**src/design/wdu_map.svh**
```systemverilog
// Register map, field positions, reset values and timing counts of the watchdog unit.
// Assumes inclusion by bare name from every design file that needs a constant.
//
// Behaviour
// - An 8-bit up-counter whose overflow requests a reset of the whole chip.
// - Time base comes from the free-running 250 kHz oscillator, not the CPU clock.
// - An enabled time-out resets the chip both in normal and in sleep mode.
// - Counter clock is oscillator over 2**divider_select; time-out is 256 counter clocks.
// - Divider select resets to 0100b, about a 16.38 ms time-out.
// - Divider select sits in bits 3 to 0 of the control register.
// - Configuration disable bit sampled at reset; when 1 the watchdog never runs.
// - With disable bit 0, setting the software enable bit starts counting; bit is R/W.
// - Every reset, hardware or watchdog, clears the software enable bit.
// - External reset leaves the watchdog disabled and returns its registers to their reset values.
// - Once counting, software cannot stop the watchdog.
// - Writing 0x55 to the refresh key register clears the counter and restarts it.
// - Control register is read-only until keys 55h, AAh, 5Ah are written in order.
// - On overflow the reset flag is set, then the chip is reset.
// - Reset flag is bit 3 of reset cause; software or external reset clears it.
`ifndef WDU_MAP_SVH
`define WDU_MAP_SVH

// ----------------------------------------------------------------------------
// Register offsets
// ----------------------------------------------------------------------------
`define WDU_ADDR_RESET_CAUSE  8'ha1
`define WDU_ADDR_CONTROL      8'hb6
`define WDU_ADDR_REFRESH_KEY  8'hb7
`define WDU_ADDR_ACCESS_KEY   8'hf7
`define WDU_ADDR_IRQ_STATUS   8'hc8
`define WDU_ADDR_IRQ_MASK     8'hc9
`define WDU_ADDR_COUNT        8'hca

// ----------------------------------------------------------------------------
// Fields, keys and reset values
// ----------------------------------------------------------------------------
`define WDU_CTRL_FLAG_BIT     7
`define WDU_CTRL_EN_BIT       5
`define WDU_CAUSE_FLAG_BIT    3
`define WDU_SEL_RESET         4'h4
`define WDU_REFRESH_KEY       8'h55
`define WDU_KEY_FIRST         8'h55
`define WDU_KEY_SECOND        8'haa
`define WDU_KEY_THIRD         8'h5a
`define WDU_ZERO8             8'h00
`define WDU_CNT_MAX           8'hff
`define WDU_IRQ_REFRESH       0
`define WDU_IRQ_KEY_ERR       1
`define WDU_IRQ_TIMEOUT       2
`define WDU_IRQ_W             3

// ----------------------------------------------------------------------------
// Timing
// ----------------------------------------------------------------------------
`define WDU_REF_HZ            50000000
`define WDU_RC_HZ             250000
`define WDU_RC_DIV            (`WDU_REF_HZ / `WDU_RC_HZ)
`define WDU_RST_CYCLES        4'h4
`define WDU_DIV_W             15

`endif

```
**src/design/wdu_pkg.sv**
```systemverilog
// Types shared by the watchdog unit modules.
// Assumes the map header supplies the numeric constants.
`include "wdu_map.svh"

package wdu_pkg;

    // ------------------------------------------------------------------------
    // Register bus request
    // ------------------------------------------------------------------------
    typedef struct packed {
        logic [7:0] addr;
        logic [7:0] wdata;
        logic       we;
        logic       re;
    } wdu_bus_req_t;

    // ------------------------------------------------------------------------
    // Control register contents held in flops
    // ------------------------------------------------------------------------
    typedef struct packed {
        logic       sw_en;
        logic [3:0] sel;
    } wdu_ctrl_t;

    // Unlock sequence progress
    typedef enum logic [1:0] {
        KEY_IDLE,
        KEY_GOT_FIRST,
        KEY_GOT_SECOND,
        KEY_OPEN
    } wdu_key_state_t;

endpackage : wdu_pkg

```
**src/design/wdu_top.sv**
```systemverilog
// Watchdog unit: 8-bit time-out counter, keyed control access, reset flag.
// Assumes a single-cycle register port master and that chip_reset_req
// is fed to the chip reset controller; rst is the external/power-on reset.
`timescale 1ns/1ps
`include "wdu_map.svh"

module wdu_top (
    input  wire logic                  ref_clk,             // 50 MHz always-on clock
    input  wire logic                  rst,                 // External/power-on reset
    input  wire logic                  config_disable_bit,  // Nonvolatile disable strap
    input  wire wdu_pkg::wdu_bus_req_t bus_req,             // Register port request
    output logic [7:0]                 rdata,               // Read data, cycle after
    output logic                       chip_reset_req,      // Chip reset request
    output logic                       wd_running,          // Counter is active
    output logic                       irq                  // Level interrupt
);

    // ------------------------------------------------------------------------
    // Declarations
    // ------------------------------------------------------------------------
    wdu_pkg::wdu_ctrl_t       ctrl_ff;
    wdu_pkg::wdu_key_state_t  key_ff;
    logic [7:0]               cnt_ff;
    logic                     flag_ff;
    logic                     cfg_dis_ff;
    logic                     cfg_loaded_ff;
    logic [3:0]               rst_cnt_ff;
    logic [`WDU_IRQ_W-1:0]    irq_stat_ff;
    logic [`WDU_IRQ_W-1:0]    irq_mask_ff;
    logic [`WDU_IRQ_W-1:0]    nxt_irq_stat;
    logic [`WDU_IRQ_W-1:0]    irq_evt;
    logic [7:0]               nxt_rdata;
    logic                     counter_tick;
    logic                     running;
    logic                     overflow;
    logic                     refresh_hit;
    logic                     key_wr;
    logic                     key_err;
    logic                     ctrl_wr;

    // Write strobe decode used at several places
    function automatic logic wr_at(input wdu_pkg::wdu_bus_req_t r, input logic [7:0] a);
        wr_at = r.we && (r.addr == a);
    endfunction : wr_at

    // ------------------------------------------------------------------------
    // Time base
    // ------------------------------------------------------------------------
    wdu_prescaler u_prescaler (
        .ref_clk      (ref_clk),
        .rst          (rst),
        .sel          (ctrl_ff.sel),
        .restart      (refresh_hit || !running || overflow),
        .counter_tick (counter_tick)
    );

    // ------------------------------------------------------------------------
    // Decode and status terms
    // ------------------------------------------------------------------------
    // Strap blocks the counter whatever the enable bit says
    assign running     = ctrl_ff.sw_en && cfg_loaded_ff && !cfg_dis_ff;
    assign overflow    = running && counter_tick && (cnt_ff == `WDU_CNT_MAX);
    assign refresh_hit = wr_at(bus_req, `WDU_ADDR_REFRESH_KEY)
                         && (bus_req.wdata == `WDU_REFRESH_KEY);
    assign key_wr      = wr_at(bus_req, `WDU_ADDR_ACCESS_KEY);
    assign ctrl_wr     = wr_at(bus_req, `WDU_ADDR_CONTROL);
    assign key_err     = key_wr && (key_ff != wdu_pkg::KEY_OPEN)
                         && !((key_ff == wdu_pkg::KEY_IDLE
                               && bus_req.wdata == `WDU_KEY_FIRST)
                           || (key_ff == wdu_pkg::KEY_GOT_FIRST
                               && bus_req.wdata == `WDU_KEY_SECOND)
                           || (key_ff == wdu_pkg::KEY_GOT_SECOND
                               && bus_req.wdata == `WDU_KEY_THIRD));

    // ------------------------------------------------------------------------
    // Configuration strap capture
    // ------------------------------------------------------------------------
    // Sampled on the first edge after any reset release
    always_ff @(posedge ref_clk or posedge rst)
    begin
        if (rst)
        begin
            cfg_loaded_ff <= 1'b0;
            cfg_dis_ff    <= 1'b0;
        end
        else if (overflow)
            cfg_loaded_ff <= 1'b0;  // Watchdog reset resamples
        else if (!cfg_loaded_ff)
        begin
            cfg_loaded_ff <= 1'b1;
            cfg_dis_ff    <= config_disable_bit;
        end
    end

    // ------------------------------------------------------------------------
    // Time-out counter
    // ------------------------------------------------------------------------
    always_ff @(posedge ref_clk or posedge rst)
    begin
        if (rst)
            cnt_ff <= `WDU_ZERO8;
        else if (overflow || refresh_hit || !running)
            cnt_ff <= `WDU_ZERO8;  // Refresh restarts from zero
        else if (counter_tick)
            cnt_ff <= cnt_ff + 8'h01;  // 256 ticks to time-out
    end

    // ------------------------------------------------------------------------
    // Unlock key sequence
    // ------------------------------------------------------------------------
    always_ff @(posedge ref_clk or posedge rst)
    begin
        if (rst)
            key_ff <= wdu_pkg::KEY_IDLE;
        else if (overflow)
            key_ff <= wdu_pkg::KEY_IDLE;
        else if (ctrl_wr && key_ff == wdu_pkg::KEY_OPEN)
            key_ff <= wdu_pkg::KEY_IDLE;  // One control write per unlock
        else if (key_wr)
        begin
            unique case (key_ff)
                wdu_pkg::KEY_IDLE:
                    key_ff <= (bus_req.wdata == `WDU_KEY_FIRST)
                              ? wdu_pkg::KEY_GOT_FIRST : wdu_pkg::KEY_IDLE;
                wdu_pkg::KEY_GOT_FIRST:
                    key_ff <= (bus_req.wdata == `WDU_KEY_SECOND) ? wdu_pkg::KEY_GOT_SECOND
                              : (bus_req.wdata == `WDU_KEY_FIRST)
                              ? wdu_pkg::KEY_GOT_FIRST : wdu_pkg::KEY_IDLE;
                wdu_pkg::KEY_GOT_SECOND:
                    key_ff <= (bus_req.wdata == `WDU_KEY_THIRD) ? wdu_pkg::KEY_OPEN
                              : (bus_req.wdata == `WDU_KEY_FIRST)
                              ? wdu_pkg::KEY_GOT_FIRST : wdu_pkg::KEY_IDLE;
                wdu_pkg::KEY_OPEN:
                    key_ff <= wdu_pkg::KEY_OPEN;
            endcase
        end
    end

    // ------------------------------------------------------------------------
    // Control register
    // ------------------------------------------------------------------------
    always_ff @(posedge ref_clk or posedge rst)
    begin
        if (rst)
        begin
            ctrl_ff.sw_en <= 1'b0;
            ctrl_ff.sel   <= `WDU_SEL_RESET;
        end
        else if (overflow)
        begin
            ctrl_ff.sw_en <= 1'b0;           // Watchdog reset clears enable
            ctrl_ff.sel   <= `WDU_SEL_RESET;
        end
        else if (ctrl_wr && key_ff == wdu_pkg::KEY_OPEN)
        begin
            // A started watchdog keeps its enable
            ctrl_ff.sw_en <= bus_req.wdata[`WDU_CTRL_EN_BIT] || running;
            ctrl_ff.sel   <= bus_req.wdata[3:0];
        end
    end

    // ------------------------------------------------------------------------
    // Watchdog reset flag
    // ------------------------------------------------------------------------
    always_ff @(posedge ref_clk or posedge rst)
    begin
        if (rst)
            flag_ff <= 1'b0;  // External/power-on reset clears
        else if (overflow)
            flag_ff <= 1'b1;  // Set wins over clear
        else if (wr_at(bus_req, `WDU_ADDR_RESET_CAUSE)
                 && bus_req.wdata[`WDU_CAUSE_FLAG_BIT])
            flag_ff <= 1'b0;  // Software clear
    end

    // ------------------------------------------------------------------------
    // Chip reset request stretch
    // ------------------------------------------------------------------------
    always_ff @(posedge ref_clk or posedge rst)
    begin
        if (rst)
            rst_cnt_ff <= 4'h0;
        else if (overflow)
            rst_cnt_ff <= `WDU_RST_CYCLES;  // Also in sleep
        else if (rst_cnt_ff != 4'h0)
            rst_cnt_ff <= rst_cnt_ff - 4'h1;
    end

    always_ff @(posedge ref_clk or posedge rst)
    begin
        if (rst)
            chip_reset_req <= 1'b0;
        else
            chip_reset_req <= overflow || (rst_cnt_ff > 4'h1);
    end

    always_ff @(posedge ref_clk or posedge rst)
    begin
        if (rst)
            wd_running <= 1'b0;
        else
            wd_running <= running && !overflow;
    end

    // ------------------------------------------------------------------------
    // Interrupt status and mask
    // ------------------------------------------------------------------------
    always_comb
    begin
        irq_evt                   = '0;
        irq_evt[`WDU_IRQ_REFRESH] = refresh_hit && running;
        irq_evt[`WDU_IRQ_KEY_ERR] = key_err;
        irq_evt[`WDU_IRQ_TIMEOUT] = overflow;
        nxt_irq_stat              = irq_stat_ff;
        if (wr_at(bus_req, `WDU_ADDR_IRQ_STATUS))
            nxt_irq_stat = nxt_irq_stat & ~bus_req.wdata[`WDU_IRQ_W-1:0];
        nxt_irq_stat = nxt_irq_stat | irq_evt;  // Set wins over clear
    end

    always_ff @(posedge ref_clk or posedge rst)
    begin
        if (rst)
            irq_stat_ff <= '0;
        else
            irq_stat_ff <= nxt_irq_stat;
    end

    always_ff @(posedge ref_clk or posedge rst)
    begin
        if (rst)
            irq_mask_ff <= '0;
        else if (wr_at(bus_req, `WDU_ADDR_IRQ_MASK))
            irq_mask_ff <= bus_req.wdata[`WDU_IRQ_W-1:0];
    end

    always_ff @(posedge ref_clk or posedge rst)
    begin
        if (rst)
            irq <= 1'b0;
        else
            irq <= |(nxt_irq_stat & irq_mask_ff);
    end

    // ------------------------------------------------------------------------
    // Read path
    // ------------------------------------------------------------------------
    always_comb
    begin
        nxt_rdata = `WDU_ZERO8;
        if (bus_req.re)
        begin
            unique case (bus_req.addr)
                `WDU_ADDR_RESET_CAUSE:
                    nxt_rdata[`WDU_CAUSE_FLAG_BIT] = flag_ff;
                `WDU_ADDR_CONTROL:
                begin
                    nxt_rdata[`WDU_CTRL_FLAG_BIT] = flag_ff;
                    nxt_rdata[`WDU_CTRL_EN_BIT]   = ctrl_ff.sw_en;
                    nxt_rdata[3:0]                = ctrl_ff.sel;
                end
                `WDU_ADDR_IRQ_STATUS:
                    nxt_rdata[`WDU_IRQ_W-1:0] = irq_stat_ff;
                `WDU_ADDR_IRQ_MASK:
                    nxt_rdata[`WDU_IRQ_W-1:0] = irq_mask_ff;
                `WDU_ADDR_COUNT:
                    nxt_rdata = cnt_ff;
                default:
                    nxt_rdata = `WDU_ZERO8;  // Key registers and holes read zero
            endcase
        end
    end

    always_ff @(posedge ref_clk or posedge rst)
    begin
        if (rst)
            rdata <= `WDU_ZERO8;
        else
            rdata <= nxt_rdata;
    end
endmodule : wdu_top

```
**src/design/wdu_prescaler.sv**
```systemverilog
// Oscillator time base and power-of-two divider of the watchdog unit.
// Assumes ref_clk is always running and one pulse out means one counter clock.
`timescale 1ns/1ps
`include "wdu_map.svh"

module wdu_prescaler (
    input  wire logic       ref_clk,      // Always-on clock
    input  wire logic       rst,          // Async reset, active high
    input  wire logic [3:0] sel,          // Divider select
    input  wire logic       restart,      // Clear divider chain
    output logic            counter_tick  // One pulse per counter clock
);

    logic [7:0]            osc_cnt_ff;
    logic                  osc_tick;
    logic [`WDU_DIV_W-1:0] div_ff;
    logic [`WDU_DIV_W-1:0] div_mask;

    // Mask of low divider bits that must all be set
    function automatic logic [`WDU_DIV_W-1:0] sel_mask(input logic [3:0] s);
        sel_mask = `WDU_DIV_W'((32'h1 << s) - 32'h1);
    endfunction : sel_mask

    assign osc_tick = (osc_cnt_ff == 8'(`WDU_RC_DIV - 1));
    assign div_mask = sel_mask(sel);

    // ------------------------------------------------------------------------
    // Free-running oscillator time base
    // ------------------------------------------------------------------------
    always_ff @(posedge ref_clk or posedge rst)
    begin
        if (rst)
            osc_cnt_ff <= 8'h00;
        else if (osc_tick)
            osc_cnt_ff <= 8'h00;
        else
            osc_cnt_ff <= osc_cnt_ff + 8'h01;  // Runs regardless of CPU clock
    end

    // Power-of-two divider chain
    always_ff @(posedge ref_clk or posedge rst)
    begin
        if (rst)
            div_ff <= '0;
        else if (restart)
            div_ff <= '0;
        else if (osc_tick)
            div_ff <= div_ff + `WDU_DIV_W'(1);
    end

    // Tick when low sel bits roll over
    always_ff @(posedge ref_clk or posedge rst)
    begin
        if (rst)
            counter_tick <= 1'b0;
        else
            counter_tick <= osc_tick && !restart && ((div_ff & div_mask) == div_mask);
    end

endmodule : wdu_prescaler

```
**config.mk**
```make
export PLATFORM = sky130hd
export DESIGN_NAME = wdu_top
export DESIGN_NICKNAME = d
export VERILOG_FILES = /design/src/design/wdu_pkg.sv /design/src/design/wdu_top.sv /design/src/design/wdu_prescaler.sv
export VERILOG_INCLUDE_DIRS = /design/src /design/src/design
export SDC_FILE = /design/constraint.sdc
export NUM_CORES = 1
export LEC_CHECK = 0
export BUFFER_PORTS_ARGS = -buffer_cell sky130_fd_sc_hd__buf_2
export CAP_MARGIN = 10
export CORE_AREA = 2 2 91 93
export DETAILED_ROUTE_END_ITERATION = 12
export DIE_AREA = 0 0 93 95
export PLACE_DENSITY = 0.69
export SYNTH_ARGS = -nofsm -noshare
export SYNTH_HDL_FRONTEND = slang
export SYNTH_SLANG_ARGS = --single-unit
```
**constraint.sdc**
```tcl
create_clock -name ref_clk -period 3.42 [get_ports ref_clk]
set_input_delay 0.342 -clock ref_clk [delete_from_list [all_inputs] [get_ports ref_clk]]
set_output_delay 0.342 -clock ref_clk [all_outputs]
set_load 0.01 [all_outputs]
```
==> results by group <==
Power and ir drop
  – Leakage component of the power: 1.71 nW
  – Power density of the placed cells: 369 nW/um^2
  – Peak ir drop on the vdd network: 0.187 mV

STA
  – Final number of max-transition violations: 0
  – Final cycle utilization of the critical path: between 70% and 80%
  – Total of endpoints with negative setup slack in the final report: 0
  – Time the final worst path needs with I/O delays and setup: 2.61 ns
  – Timing-limited maximum frequency: 383 MHz
  – Headroom to the max-slew limit: roughly 32%
  – RSZ-0062 raised after global routing: no
  – Total Neg Setup Slack: 0 ns
  – Worst-case clock skew: 0.0155 ns
  – Worst Tran Pin Value: 1.01 ns
  – Hold violation total from the final report: 0

Clock network
  – Clock tree from TritonCTS: done
  – Clock net sink count: 63
  – Count of hold-fix buffers inserted at cts: 0
  – Clock Root Buffer: sky130_fd_sc_hd__clkbuf_8
  – Inserted Clock Buffers: 9
  – Clock tree buffer depth: 2
  – Clock network latency to the later pin of the worst-skew pair: 0.34 ns
  – Clock-pin slew on the worst setup and hold paths: 0.07 ns
  – Number of gates given a new drive strength after cts: 0
  – Buffers inserted during post-CTS setup optimization: 0
  – Maximum level of the CTS H-tree: 3

Critical path
  – Worst reg2reg path depth: 8
  – Reg-to-Reg Start: ctrl_ff[2]
  – R2R Setup Slk: 0.81 ns
  – Setup CP Type: flop to flop
  – Type of element capturing the critical path: flop
  – End point of the critical path: u_prescaler.counter_tick
  – Startpoint class of the critical path: flop
  – Endpoint of the worst register-to-register path: u_prescaler.counter_tick
  – Critical path data required time: 3.65 ns
  – Largest fanout on the critical path: 16
  – Worst setup path startpoint: ctrl_ff[2]
  – Data arrival at the endpoint of the critical path: 2.84 ns

Synthesis
  – Fraction of registers with async set/reset: 100%
  – Leading cell types by count after synthesis: 62 x sky130_fd_sc_hd__dfrtp_1, 47 x sky130_fd_sc_hd__nor2_1, 27 x sky130_fd_sc_hd__nand2_1
  – Most used standard cell by instance count after synthesis: sky130_fd_sc_hd__dfrtp_1
  – Sequential cell area fraction in the yosys report: between 40% and 50%
  – Cells after synthesis: approximately 350
  – Count of unique library cells instantiated by Yosys: 63
  – Cell area after technology mapping: ~3500 sq um
  – Library cell with the largest summed area after synthesis: sky130_fd_sc_hd__dfrtp_1
  – Dominant register cell in the synthesized netlist: sky130_fd_sc_hd__dfrtp_1
  – Total of warnings raised by yosys: 0
  – Mapped Nets: approximately 380
  – EDFF count, synth: 0
  – Total of flip-flops plus latches after synthesis: 63
  – Mean area per synthesized cell: 10.0 sq um
  – Portion of synthesized cell area occupied by the leading cell type: ~45%
  – Leading cell types by total area after synthesis: sky130_fd_sc_hd__dfrtp_1 45%, sky130_fd_sc_hd__nor2_1 5.1%, sky130_fd_sc_hd__xor2_1 3.8%

Final layout
  – Flip-flop and latch area: 1580 sq um
  – Synthesis-to-layout area growth: 10.5%
  – Diodes inserted: 0
  – Final Cell Area: 3840 sq um
  – Layout fillers: between 700 and 800
  – Post-layout nets: 406
  – Area taken by multi-input logic gates: 1760 sq um
  – Fraction of layout cells with a size suffix above 1: between 15 and 20%

Die
  – Chip width: 93 um
  – Die boundary height: 95 um
  – Number of core rows: 33
  – Number of top-level pins: 32
  – Area of the die: 8840 sq um
  – Placeable Area: 7930 sq um
  – Initial core utilization: between 40% and 50%

Detailed routing
  – Met2 WL: 3.40 mm
  – Via count of the routed design: 2,738
  – Average vias per placed instance: 5.65
  – Highest routing layer actually used: met4
  – Routed length per placed instance: 15.5 um
  – Met3 routed wirelength: 325 um
  – Wire length after detailed routing: between 7 and 8 mm
  – Met1 WL: approximately 3.7 mm
  – Number of remaining DRC errors: 0
  – Drt first-iter violations: 273
  – Post-detailed-route count of antenna-violating nets: 0
  – Number of detailed-routing iterations run before antenna repair: 5

GRT
  – First-pass GRT wire length: 12.4 mm
  – Number of antenna violations at the first check in global routing: 0
  – Tot GR Track Use: 18.0%
  – Vias in the first global route: around 2,500
  – Total congestion overflow: 0
  – Largest net degree at the start of global routing: 34

Placement
  – Final GP Congestion: 0.948
  – PortBufs: 31
  – Detailed placement HPWL: 5.31 mm
  – Placed Instance Area: 3680 sq um

Outcome
  – Result of the run: complete, no violations

Hold path
  – HP Class: input port to async pin

Run
  – Maximum Capacitance Violations: 0
## cells in the final DEF (no fill, tap or decap), types with 6 or more instances in the layout
| master | n |
|---|---|
| sky130_fd_sc_hd__mux2_2 | 6 |
| sky130_fd_sc_hd__inv_1 | 9 |
| sky130_fd_sc_hd__nand3_1 | 13 |
| sky130_fd_sc_hd__xor2_1 | 15 |
| sky130_fd_sc_hd__mux2i_1 | 7 |
| sky130_fd_sc_hd__dfrtp_1 | 62 |
| sky130_fd_sc_hd__nor2b_1 | 7 |
| sky130_fd_sc_hd__ha_1 | 7 |
| sky130_fd_sc_hd__xnor2_1 | 12 |
| sky130_fd_sc_hd__nor2_1 | 47 |
| sky130_fd_sc_hd__nand2_1 | 27 |
| sky130_fd_sc_hd__a21oi_1 | 10 |
| sky130_fd_sc_hd__o21ai_0 | 15 |
| sky130_fd_sc_hd__nand4_1 | 9 |
| sky130_fd_sc_hd__clkbuf_8 | 9 |
| sky130_fd_sc_hd__buf_2 | 31 |
## logic make-up after synthesis
family	synth area share, %
compound gates	11.7
simple gates	25.6
mux	3.96
fa+ha+maj	2.52
buf+inv	3.99
flops	45.4
xor+xnor	6.80
## flip-flops by register name, indices dropped and copies added (netlist names)
signal / cells
u_prescaler.div_ff: 15
cnt_ff: 8
rdata: 8
u_prescaler.osc_cnt_ff: 8
ctrl_ff: 5
rst_cnt_ff: 4
irq_mask_ff: 3
irq_stat_ff: 3
key_ff: 2
cfg_dis_ff: 1
cfg_loaded_ff: 1
chip_reset_req: 1
flag_ff: 1
irq: 1
u_prescaler.counter_tick: 1
wd_running: 1
## critical path, stage by stage, from the launching register on
cell                       delay [ns]
sky130_fd_sc_hd__dfstp_2         0.68
sky130_fd_sc_hd__nor2_1          0.13
sky130_fd_sc_hd__nand3_1         0.11
sky130_fd_sc_hd__ha_1            0.45
sky130_fd_sc_hd__nor2_1          0.16
sky130_fd_sc_hd__nand4b_1        0.14
sky130_fd_sc_hd__o211ai_1        0.10
sky130_fd_sc_hd__or4_1           0.50
sky130_fd_sc_hd__nor4_2          0.24
## metal layers
layer | up-vias | GRT usage, %
li1 | 1309 | -
met4 | 0 | 7.23
met3 | 11 | 3.35
met5 | - | 0
met2 | 70 | 26.6
met1 | 1348 | 26.0
## power by group
group          switching [mW]  total [mW]  internal (mW)  leakage, nW
clock                   0.269       0.593          0.324       0.0851
combinational          0.0452      0.0686         0.0233        0.792
sequential            0.00545       0.757          0.752        0.836
total                   0.320        1.42           1.10         1.71
## per-stage QoR
stage	setup WS (ns)	utilization (%)	power [mW]	cells	hold slack, ns
floorplan	1.17	-	0.811	347	0.425
global placement	0.968	46.4	0.838	472	0.455
detailed placement	0.857	46.4	0.840	472	0.457
CTS	0.822	48.5	1.42	485	0.131
global route	0.630	48.5	1.46	485	0.185
finish	0.808	48.5	1.42	485	0.102
## worst min-delay path by stage
| stage | end | slack [ns] |
|---|---|---|
| after CTS | u_prescaler.osc_cnt_ff[6] | 0.13 |
| after detailed placement | u_prescaler.osc_cnt_ff[0] | 0.46 |
| final | u_prescaler.osc_cnt_ff[6] | 0.10 |
| after floorplan | u_prescaler.osc_cnt_ff[0] | 0.43 |
| after global placement | u_prescaler.osc_cnt_ff[0] | 0.46 |
| after global routing | u_prescaler.osc_cnt_ff[6] | 0.19 |
## layout make-up
type                    count  share of cell area, %
inverters                  10                  0.976
repair buffers             33                   4.43
multi-input cells         261                   45.8
well taps                 105                   3.42
flip-flops and latches     63                   41.0
clock inverters             2                  0.911
clock buffers              11                   3.42
Note: power is estimated with default switching activity, not from simulation.
